**config.mk**
```make
export PLATFORM = sky130hd
export DESIGN_NAME = rws_supervisor
export DESIGN_NICKNAME = d
export VERILOG_FILES = /design/src/logic/rws_pkg.sv /design/src/logic/rws_wdog_if.sv /design/src/logic/rws_supervisor.sv /design/src/logic/rws_wdog.sv
export VERILOG_INCLUDE_DIRS = /design/src /design/src/logic
export SDC_FILE = /design/constraint.sdc
export NUM_CORES = 1
export LEC_CHECK = 0
export BUFFER_PORTS_ARGS = -buffer_cell sky130_fd_sc_hd__buf_2
export CAP_MARGIN = 20
export CORE_ASPECT_RATIO = 1.75
export CORE_MARGIN = 4
export CORE_UTILIZATION = 43
export CTS_CLUSTER_SIZE = 28
export DETAILED_ROUTE_END_ITERATION = 6
export PLACE_DENSITY = 0.64
export REMOVE_ABC_BUFFERS = 1
export SETUP_SLACK_MARGIN = 0.2
export SYNTH_ARGS = -nofsm -noshare
export SYNTH_HDL_FRONTEND = slang
export SYNTH_SLANG_ARGS = --single-unit
```
**constraint.sdc**
```tcl
create_clock -name CLK -period 7.35 [get_ports CLK]
set_input_delay 2.205 -clock CLK [delete_from_list [all_inputs] [get_ports CLK]]
set_output_delay 2.205 -clock CLK [all_outputs]
set_load 0.05 [all_outputs]
```
**src/logic/rws_consts.svh**
```systemverilog
/*
  register offsets, field positions, reset values and timing figures of the reset and supply supervisor.
  assumes an 8-bit special function register space and a 100 MHz system clock.
*/
`ifndef RWS_CONSTS_SVH
`define RWS_CONSTS_SVH
// register offsets
`define RWS_ADR_STAT      8'hB6
`define RWS_ADR_CAUSE     8'hB7
`define RWS_ADR_BORCFG    8'hBC
`define RWS_ADR_WDCFG     8'hBD
`define RWS_ADR_PWRDN     8'hBF
`define RWS_ADR_IRQEN     8'hAC
`define RWS_ADR_IRQFLG    8'hB4
`define RWS_ADR_LVCFG     8'hB5
// field positions
`define RWS_CAUSE_POR     7
`define RWS_CAUSE_PIN     6
`define RWS_CAUSE_WDOG    5
`define RWS_CAUSE_BOR     4
`define RWS_CAUSE_WAKE    3
`define RWS_STAT_LOCK     7
`define RWS_STAT_BOR      6
`define RWS_STAT_LV       5
`define RWS_CLK_WDOG_EN   4
`define RWS_BCF_SLEEP_ON  5
`define RWS_BCF_RST_MODE  4
`define RWS_BCF_KEEP      1
`define RWS_PD_BOR        4
`define RWS_PD_LV         3
`define RWS_KICK_CODE     4'h6
// reset values
`define RWS_RST_CAUSE     8'h80
`define RWS_RST_WDCFG     8'h00
`define RWS_RST_BORCFG    8'h11
`define RWS_RST_PWRDN     8'h27
`define RWS_RST_LVCFG     8'h00
// timing
`define RWS_CLK_PERIOD_NS 10
`define RWS_PIN_MIN_NS    2000
`define RWS_RST_HOLD_CYC  16
`define RWS_WDOG_BASE_US  31250
`define RWS_US_PER_S      1000000
`define RWS_WDOG_CNT_W    24
`endif

```
**src/logic/rws_pkg.sv**
```systemverilog
/*
  types shared by the supervisor modules: sequencer states and state records.
  assumes rws_consts.svh is on the include path.
*/
`include "rws_consts.svh"
package rws_pkg;
  typedef enum logic [1:0] {
    RWS_RUN   = 2'b00,
    RWS_HOLD  = 2'b01,
    RWS_SLEEP = 2'b10
  } rws_seq_t;

  typedef struct packed {
    rws_seq_t   seq;
    logic [7:0] rst_cnt;
    logic [7:0] pin_cnt;
    logic [1:0] pin_s;
    logic [1:0] frc_s;
    logic [1:0] bor_s;
    logic [1:0] lv_s;
    logic       keep;
    logic       bor_q;
    logic       lv_q;
    logic [7:0] cause;
    logic [7:0] wdcfg;
    logic [7:0] borcfg;
    logic [7:0] pwrdn;
    logic [7:0] lvcfg;
    logic [1:0] irq_en;
    logic [1:0] irq_flag;
    logic [7:0] rdata;
    logic       cpu_rst;
    logic       irq;
    logic       bor_on;
    logic [1:0] bor_lvl;
    logic       lv_on;
    logic [3:0] lv_lvl;
    logic       lv_pin;
    logic       wdt_run;
    logic       wdt_clr;
  } rws_top_st_t;

  typedef struct packed {
    logic [`RWS_WDOG_CNT_W-1:0] cnt;
    logic                       ovf;
  } rws_wdog_st_t;
endpackage : rws_pkg

```
**src/logic/rws_wdog_if.sv**
```systemverilog
/*
  control and overflow signals between the supervisor core and its watchdog counter.
  assumes both ends share the system clock.
*/
`timescale 1ns/1ps
interface rws_wdog_if;
  logic       run;
  logic       clr;
  logic       tick;
  logic [2:0] sel;
  logic       ovf;
  modport ctl  (output run, output clr, output tick, output sel, input ovf);
  modport wdog (input run, input clr, input tick, input sel, output ovf);
endinterface : rws_wdog_if

```
**src/logic/rws_supervisor.sv**
```systemverilog
/*
  reset and supply supervisor: reset cause flags, reset sequencing, watchdog control,
  brown-out and low-voltage flags and interrupt flags, on a special function register port.
  assumes the core issues one-cycle sfr read and write strobes and that comparator
  outputs and the force-enable pin are asynchronous levels.
*/
`timescale 1ns/1ps
// Functional notes
// - any reset source pulses core reset and returns registers to defaults; cause and interrupt flags are kept, and power-on leaves CPU_RST low
// - power-on sets the top cause bit and clears all other cause bits
// - cause register resets to 80h, clears on read, low three bits read zero
// - reset pin held low over 2 us resets and sets cause bit 6
// - watchdog overflow resets and sets cause bit 5
// - brown-out reset sets cause bit 4
// - wake from deep sleep sets cause bit 3; listed wake sources
// - watchdog counts rc ticks and resets on overflow unless cleared first
// - force pin high enables watchdog; else soft enable, off clears counter
// - timeout codes 0xx give 500ms..4s, 1xx give 31.25ms..250ms
// - writing 0110 to the kick field clears the watchdog, others ignored
// - keep-alive zero at sleep entry clears the watchdog
// - keep-alive one keeps watchdog counting; overflow wakes and resets
// - in reset mode, supply below threshold resets and sets brown-out status
// - reset and status hold until supply passes threshold plus hysteresis
// - brown-out threshold select defaults to the 2.15 V setting
// - in interrupt mode each status change sets its flag and requests interrupt
// - brown-out wakes from sleep; reset wins over interrupt
// - low-voltage detector on while its power-down bit is zero
// - threshold codes 11xx pick the monitor pin, others pick supply levels
// - low-voltage interrupt needs global and local enable; change sets flag
// - writing one clears an interrupt flag
// - brown-out interrupt needs interrupt mode, global and local enable
// - two-bit brown-out select gives 2.15, 2.35, 2.55, 2.75 V settings
module rws_supervisor
  import rws_pkg::*;
#(
  parameter int RC_HZ = 32768
) (
  input  wire logic       CLK,
  input  wire logic       RST_B,
  input  wire logic [7:0] SFR_ADDR,
  input  wire logic       SFR_WR,
  input  wire logic       SFR_RD,
  input  wire logic [7:0] SFR_WDATA,
  input  wire logic       EXT_RST_B,
  input  wire logic       WATCHDOG_FORCE_ENABLE_PIN,
  input  wire logic       WDOG_RC_TICK,
  input  wire logic       DEEP_SLEEP_MODE,
  input  wire logic [4:0] WAKE_SRC,
  input  wire logic       OSC_LOCK,
  input  wire logic       BROWNOUT_BELOW,
  input  wire logic       LOW_VOLTAGE_BELOW,
  input  wire logic       SUPERVISOR_GLOBAL_IRQ_ENABLE,
  output logic [7:0]      SFR_RDATA,
  output logic            CPU_RST,
  output logic            SUP_IRQ,
  output logic            BROWNOUT_ON,
  output logic [1:0]      BROWNOUT_THRESHOLD_SELECT,
  output logic            LOW_VOLTAGE_ON,
  output logic [3:0]      LOW_VOLTAGE_THRESHOLD_SELECT,
  output logic            MONITOR_PIN_SEL
);
  localparam int PIN_CYC = (`RWS_PIN_MIN_NS + `RWS_CLK_PERIOD_NS - 1) / `RWS_CLK_PERIOD_NS;

  rws_top_st_t s;
  rws_top_st_t next_s;
  rws_wdog_if  wif ();

  logic       wr_stat;
  logic       wr_clk;
  logic       wr_bcf;
  logic       wr_pd;
  logic       wr_ie;
  logic       wr_if;
  logic       wr_lv;
  logic       rd_cause;
  logic       sleeping;
  logic       bor_now;
  logic       lv_now;
  logic       bor_rst;
  logic       bor_irq_set;
  logic       lv_irq_set;
  logic       pin_low;
  logic       pin_rst;
  logic       wake;
  logic       hold_req;
  logic       wd_on;
  logic [7:0] set_vec;

  // power-on values of the whole state
  function automatic rws_top_st_t rws_por();
    rws_top_st_t r;
    r = '0;
    r.seq = RWS_RUN;
    r.cause = `RWS_RST_CAUSE;
    r.wdcfg = `RWS_RST_WDCFG;
    r.borcfg = `RWS_RST_BORCFG;
    r.pwrdn = `RWS_RST_PWRDN;
    r.lvcfg = `RWS_RST_LVCFG;
    r.bor_on = 1'b1; // detector powered while held in power-on reset
    r.lv_on = 1'b1;
    return r;
  endfunction : rws_por

  // sfr strobe decode
  assign wr_stat  = SFR_WR && SFR_ADDR == `RWS_ADR_STAT;
  assign wr_clk   = SFR_WR && SFR_ADDR == `RWS_ADR_WDCFG;
  assign wr_bcf   = SFR_WR && SFR_ADDR == `RWS_ADR_BORCFG;
  assign wr_pd    = SFR_WR && SFR_ADDR == `RWS_ADR_PWRDN;
  assign wr_ie    = SFR_WR && SFR_ADDR == `RWS_ADR_IRQEN;
  assign wr_if    = SFR_WR && SFR_ADDR == `RWS_ADR_IRQFLG;
  assign wr_lv    = SFR_WR && SFR_ADDR == `RWS_ADR_LVCFG;
  assign rd_cause = SFR_RD && SFR_ADDR == `RWS_ADR_CAUSE;

  // detector status and events
  assign sleeping = s.seq == RWS_SLEEP;
  assign bor_now  = !s.pwrdn[`RWS_PD_BOR] && (!sleeping || s.borcfg[`RWS_BCF_SLEEP_ON]) && s.bor_s[1];
  assign lv_now   = !s.pwrdn[`RWS_PD_LV] && s.lv_s[1];
  assign bor_rst  = s.borcfg[`RWS_BCF_RST_MODE] && bor_now;
  assign bor_irq_set = !s.borcfg[`RWS_BCF_RST_MODE] && SUPERVISOR_GLOBAL_IRQ_ENABLE
                       && s.irq_en[0] && (bor_now != s.bor_q);
  assign lv_irq_set  = SUPERVISOR_GLOBAL_IRQ_ENABLE && s.irq_en[1] && (lv_now != s.lv_q);
  assign pin_low  = !s.pin_s[1];
  assign pin_rst  = pin_low && s.pin_cnt == 8'(PIN_CYC);
  assign wake     = sleeping && ((|WAKE_SRC) || pin_low || wif.ovf || bor_rst || bor_irq_set);
  assign hold_req = pin_rst || wif.ovf || bor_rst || wake;
  assign wd_on    = s.frc_s[1] || s.wdcfg[`RWS_CLK_WDOG_EN];

  // cause bits raised this cycle
  always_comb begin
    set_vec = 8'h00;
    set_vec[`RWS_CAUSE_PIN] = pin_rst;
    set_vec[`RWS_CAUSE_WDOG] = wif.ovf;
    set_vec[`RWS_CAUSE_BOR] = bor_rst;
    set_vec[`RWS_CAUSE_WAKE] = wake;
  end

  // watchdog hookup
  assign wif.run  = s.wdt_run;
  assign wif.clr  = s.wdt_clr;
  assign wif.tick = WDOG_RC_TICK;
  assign wif.sel  = s.wdcfg[7:5];

  rws_wdog #(
    .RC_HZ(RC_HZ)
  ) u_wdog (
    .clk  (CLK),
    .rst_b(RST_B),
    .w    (wif.wdog)
  );

  // next state
  always_comb begin
    next_s = s;
    // synchronisers
    next_s.pin_s = {s.pin_s[0], EXT_RST_B};
    next_s.frc_s = {s.frc_s[0], WATCHDOG_FORCE_ENABLE_PIN};
    next_s.bor_s = {s.bor_s[0], BROWNOUT_BELOW};
    next_s.lv_s  = {s.lv_s[0], LOW_VOLTAGE_BELOW};
    // pin low-time counter, saturating
    if (!pin_low) begin
      next_s.pin_cnt = 8'h00;
    end else if (s.pin_cnt != 8'(PIN_CYC)) begin
      next_s.pin_cnt = s.pin_cnt + 8'h01;
    end
    // status flags follow the detectors
    next_s.bor_q = bor_now;
    next_s.lv_q = lv_now;
    // clear on read, a new cause wins
    next_s.cause = ((rd_cause ? 8'h00 : s.cause) | set_vec) & 8'hF8;
    // interrupt flags: write one clears, set wins
    next_s.irq_flag = (s.irq_flag & ~(wr_if ? SFR_WDATA[1:0] : 2'b00))
                      | {lv_irq_set, bor_irq_set};
    // configuration writes
    if (wr_clk) begin
      next_s.wdcfg = SFR_WDATA;
    end
    if (wr_bcf) begin
      next_s.borcfg = {SFR_WDATA[7:1], 1'b1};
    end
    if (wr_pd) begin
      next_s.pwrdn = {1'b0, SFR_WDATA[6:0]};
    end
    if (wr_ie) begin
      next_s.irq_en = SFR_WDATA[1:0];
    end
    if (wr_lv) begin
      next_s.lvcfg = {SFR_WDATA[7:4], 4'h0};
    end
    // reset sequencer
    case (s.seq)
      RWS_RUN: begin
        if (hold_req) begin
          next_s.seq = RWS_HOLD;
        end else if (DEEP_SLEEP_MODE) begin
          next_s.seq = RWS_SLEEP;
          next_s.keep = s.borcfg[`RWS_BCF_KEEP];
        end
      end
      RWS_SLEEP: begin
        if (hold_req) begin
          next_s.seq = RWS_HOLD;
        end else if (!DEEP_SLEEP_MODE) begin
          next_s.seq = RWS_RUN;
        end
      end
      RWS_HOLD: begin
        if (!hold_req && s.rst_cnt == 8'h00) begin
          next_s.seq = RWS_RUN;
          next_s.cpu_rst = 1'b0;
        end else if (!hold_req) begin
          next_s.rst_cnt = s.rst_cnt - 8'h01;
        end
      end
      default: begin
        next_s.seq = RWS_HOLD;
      end
    endcase
    // any reset source: core reset and default settings
    if (hold_req || s.seq == RWS_HOLD) begin
      next_s.seq = (hold_req || s.rst_cnt != 8'h00) ? RWS_HOLD : RWS_RUN;
      next_s.cpu_rst = next_s.seq == RWS_HOLD;
      next_s.wdcfg = `RWS_RST_WDCFG;
      next_s.borcfg = `RWS_RST_BORCFG;
      next_s.pwrdn = `RWS_RST_PWRDN;
      next_s.lvcfg = `RWS_RST_LVCFG;
      next_s.irq_en = 2'b00;
      next_s.keep = 1'b0;
      if (hold_req) begin
        next_s.rst_cnt = 8'(`RWS_RST_HOLD_CYC);
      end
    end
    // watchdog run and clear
    next_s.wdt_run = wd_on && (next_s.seq == RWS_RUN || (next_s.seq == RWS_SLEEP && next_s.keep));
    next_s.wdt_clr = !wd_on || next_s.seq == RWS_HOLD
                     || (next_s.seq == RWS_SLEEP && !next_s.keep)
                     || (wr_stat && SFR_WDATA[3:0] == `RWS_KICK_CODE);
    // read port
    if (SFR_RD) begin
      case (SFR_ADDR)
        `RWS_ADR_STAT:   next_s.rdata = {OSC_LOCK, s.bor_q, s.lv_q, 5'h00};
        `RWS_ADR_CAUSE:  next_s.rdata = {s.cause[7:3], 3'b000};
        `RWS_ADR_WDCFG:  next_s.rdata = s.wdcfg;
        `RWS_ADR_BORCFG: next_s.rdata = s.borcfg;
        `RWS_ADR_PWRDN:  next_s.rdata = s.pwrdn;
        `RWS_ADR_IRQEN:  next_s.rdata = {6'h00, s.irq_en};
        `RWS_ADR_IRQFLG: next_s.rdata = {6'h00, s.irq_flag};
        `RWS_ADR_LVCFG:  next_s.rdata = s.lvcfg;
        default:         next_s.rdata = 8'h00;
      endcase
    end
    // registered outputs
    next_s.irq = |next_s.irq_flag;
    next_s.bor_on = !next_s.pwrdn[`RWS_PD_BOR]
                    && (next_s.seq != RWS_SLEEP || next_s.borcfg[`RWS_BCF_SLEEP_ON]);
    next_s.bor_lvl = next_s.borcfg[3:2];
    next_s.lv_on = !next_s.pwrdn[`RWS_PD_LV];
    next_s.lv_lvl = next_s.lvcfg[7:4];
    next_s.lv_pin = next_s.lv_on && next_s.lvcfg[7:6] == 2'b11;
  end

  always_ff @(posedge CLK or negedge RST_B) begin
    if (!RST_B) begin
      s <= rws_por();
    end else begin
      s <= next_s;
    end
  end

  // output drive straight from state
  assign SFR_RDATA                    = s.rdata;
  assign CPU_RST                      = s.cpu_rst;
  assign SUP_IRQ                      = s.irq;
  assign BROWNOUT_ON                  = s.bor_on;
  assign BROWNOUT_THRESHOLD_SELECT    = s.bor_lvl;
  assign LOW_VOLTAGE_ON               = s.lv_on;
  assign LOW_VOLTAGE_THRESHOLD_SELECT = s.lv_lvl;
  assign MONITOR_PIN_SEL              = s.lv_pin;
endmodule : rws_supervisor

```
**src/logic/rws_wdog.sv**
```systemverilog
/*
  watchdog counter advanced by the rc oscillator tick, with timeout select and overflow pulse.
  assumes tick is a one-cycle enable synchronous to clk.
*/
`timescale 1ns/1ps
module rws_wdog
  import rws_pkg::*;
#(
  parameter int RC_HZ = 32768
) (
  input wire logic clk,
  input wire logic rst_b,
  rws_wdog_if.wdog w
);
  localparam longint BASE = longint'(RC_HZ) * `RWS_WDOG_BASE_US / `RWS_US_PER_S;

  rws_wdog_st_t s;
  rws_wdog_st_t next_s;
  logic [`RWS_WDOG_CNT_W-1:0] lim;

  // timeout in rc ticks: 1xx short range, 0xx long range
  function automatic logic [`RWS_WDOG_CNT_W-1:0] rws_limit(input logic [2:0] sel);
    logic [2:0] sh;
    sh = sel[2] ? {1'b0, sel[1:0]} : {1'b1, sel[1:0]};
    return `RWS_WDOG_CNT_W'(BASE << sh);
  endfunction : rws_limit

  assign lim = rws_limit(w.sel);
  assign w.ovf = s.ovf;

  // count, clear on kick, pulse on overflow
  always_comb begin
    next_s = s;
    next_s.ovf = 1'b0;
    if (w.clr) begin
      next_s.cnt = '0;
    end else if (w.run && w.tick) begin
      if (s.cnt >= lim - 1'b1) begin
        next_s.cnt = '0;
        next_s.ovf = 1'b1;
      end else begin
        next_s.cnt = s.cnt + 1'b1;
      end
    end
  end

  always_ff @(posedge clk or negedge rst_b) begin
    if (!rst_b) begin
      s <= '0;
    end else begin
      s <= next_s;
    end
  end
endmodule : rws_wdog

```
==> impl_metrics.toml <==
[timing]
max_freq_mhz = 241
fin_crit_ns = 4.14
post-route-period-util = 0.563
finalHoldViolCount = 0
fin_setup_tns_ns = 0
finalSetupViolCount = 0
max_slew_margin = 0.277
slew_viol_final = 0
whs_ns = 0.351
clock_skew_ns = 0.0102
rsz0062_at_grt = "false"
worstMarginPinSlew_ns = 1.08

[synthesis]
synth_top_area_frac = 0.428
yosysTopAreaCell = "dfrtp_1"
ys_types = 72
synth_edf_count = 0
synth-seq-area-share = 0.470
avgSynthCellArea_um2 = 10.2
ys.flop_type = "dfrtp_1"
ys_top_cells_by_area = "dfrtp_1 (43%), mux2i_1 (5.3%), dfstp_2 (4.2%)"
yosys_register_bits = 105
synthCells = 551
syn_area_um2 = 5620
synth-warning-count = 0
async_flop_share = 1.00

[floorplan]
die_w_um = 94.4
die-area_um2 = 15000
core_area_um2 = 12900
rows = 55
chipHeight_um = 159
initial_utilization = 0.436
ioPinCount = 52

[setup_path]
r2r-start = "s[56]"
crit_arrival_ns = 4.37
cp.required_ns = 7.58
max_stage_delay_ns = 0.86
criticalPathCategory = "reg -> reg"
path_delay_family = "compound AO/OA/AOI/OAI gates"
path_max_fanout = 25
worstSetupEndpointType = "register"
timing.critical_path.cells = "nor2b_1 > nor2b_1 > inv_1 > ha_1 > nor3_1 > a21oi_1 > o32a_1 > ha_1 > a211oi_1 > o211ai_1 > o221ai_2 > nand2_1 > o311ai_1"
start_kind = "register"
cp-startpoint = "s[56]"
crit_path_top_delay_cell = "o221ai_2"
path_buf_inv = 1

[pwr]
p_leak_nw = 2.71
p_comb_frac = 0.136
seq_power_share = 0.480
p_clk_frac = 0.384
finalPower_mw = 1.30
powerDensity_nw_per_um2 = 210
ir_drop_uv = 133
p_sw_mw = 0.361
p_sw_frac = 0.277
p_int_mw = 0.942

[hold_path]
min_from = "next_s[75]"
hold_class = "reg -> reg"

[clock_tree]
cts_buffers = 9
cts.sinks = 105
holdBufCountCts = 0
cts.path.max_buffers = 2
ctsResizeCount = 0
worstSkewPairLatency_ns = 0.35
postCtsSetupBuffers = 0
cts-root-buf = "clkbuf_16"
htree_num_levels = 3
clk_pin_slew_ns = 0.07
cts_tree = "yes"

[global_route]
grt_max_degree = 86
grt_pass1_vias = 4292
antenna_found_initial = 1
grt_pass1_wl_um = 21400
overflow = 0
grt.total_usage = 0.179

[finish]
postLayoutCellArea_um2 = 6210
layout_commonest_cell = "dfrtp_1"
area_growth_pct = 10.5
final_layout_size_suffix_gt1_frac = 0.183
layout_common_cells = "dfrtp_1 (96), nor2_1 (51), buf_2 (50)"
antenna_cells = 0
nets = 620

[route]
first_pass_iters = 5
drtIter0Drc = 210
route.detailed.drc = 0
drtAntennaViolNets = 0
vias_per_cell = 5.64
drt-wirelength-per-cell_um = 17.3
vias = 4231
wl_um = 12900

[status]
status = "complete, no violations"

[place]
gp_congestion = 0.830
hpwl_um = 9340
placed_area_um2 = 5860
portBuffers = 51

[flow_run]
drv_cap = 0
-- cell usage after synthesis (3+ instances only) --
library cell and instances:
mux2i_1 30, nor3b_1 4, o211ai_1 3, and3_1 12, ha_1 13, dfstp_2 9, mux2_2 8, xor2_1 9
nand3b_1 6, o311ai_1 4, nor2b_1 12, or2_2 3, o22ai_1 4, clkbuf_1 15, buf_4 15, a31oi_1 11
o2bb2ai_1 5, nor3_1 7, a31o_2 3, and2_1 8, buf_2 12, nor4_1 6, o21ai_0 5, nand4_1 10
and4b_1 4, a211o_1 8, dfrtp_1 96, a211oi_1 3, nor2_1 51, a21oi_1 19, nand4b_1 3, nand2b_1 8
a22o_1 9, xnor2_1 6, nand3_1 28, and4_1 4, nand2_1 41, inv_1 15
-- through the flow --
stage / setup slack (ns) / util / instances
floorplan: 3.39 / - / 507
global placement: 3.10 / 0.455 / 732
detailed placement: 2.84 / 0.455 / 732
CTS: 3.23 / 0.479 / 748
global route: 2.88 / 0.482 / 750
finish: 3.21 / 0.482 / 750
-- registers in the layout, summed over array words and instances (netlist names) --
register,count
BROWNOUT_ON,1
BROWNOUT_THRESHOLD_SELECT,1
MONITOR_PIN_SEL,1
LOW_VOLTAGE_ON,1
wif.run,1
next_s,4
SFR_RDATA,8
SUP_IRQ,1
s,60
u_wdog.s,24
u_wdog.w.ovf,1
wif.clr,1
CPU_RST,1
-- layer usage --
layer  global-route usage  part of all wire
met4               0.0677             0.020
met1                0.218              0.42
met2                0.310              0.53
met5                    0                 0
met3               0.0288             0.034
-- logic make-up after synthesis --
logic type      after synthesis  share of synthesized area
flops                       105                      0.470
mux                          39                     0.0735
simple gates                223                      0.215
fa+ha+maj                    13                     0.0290
xor+xnor                     15                     0.0234
other cells                   1                   0.000668
compound gates               96                      0.133
buf+inv                      59                     0.0555
-- final cells by class --
type                    instances  area (um2)
fillers                      1264        6660
multi-input cells             387        2670
flip-flops and latches        105        2640
repair buffers                 56         319
clock buffers                   9         225
well taps                     171         214
clock inverters                 7        86.3
inverters                      15        56.3
-- power groups by stage --
stage               Sequential [mW]  Clock, mW  Combinational (mW)
CTS                           0.626      0.514               0.178
global placement              0.635          0               0.174
finish                        0.625      0.500               0.178
detailed placement            0.636          0               0.178
floorplan                     0.637          0               0.113
global route                  0.629      0.540               0.198
-- worst register-to-register path: cells and delay by family, from the launching register on --
| family | cells | cell delay [ns] |
|---|---|---|
| compound gates | 6 | 1.94 |
| simple gates | 4 | 1.09 |
| fa+ha+maj | 2 | 0.47 |
| flops | 1 | 0.47 |
| buf+inv | 1 | 0.06 |
-- path summary, 6_finish.rpt --
path / end / slack (ns) / depth (start not counted)
worst max-delay path: u_wdog.s[15] / 3.21 / 13
worst min-delay path: s[75] / 0.35 / 0
worst max register to register: u_wdog.s[15] / 3.21 / 13
worst min register to register: s[75] / 0.35 / 0
max in group asynchronous: s[34] / 4.60 / 3
min in group asynchronous: s[79] / 1.73 / 1
No activity file was read; power rests on OpenSTA's default activity.
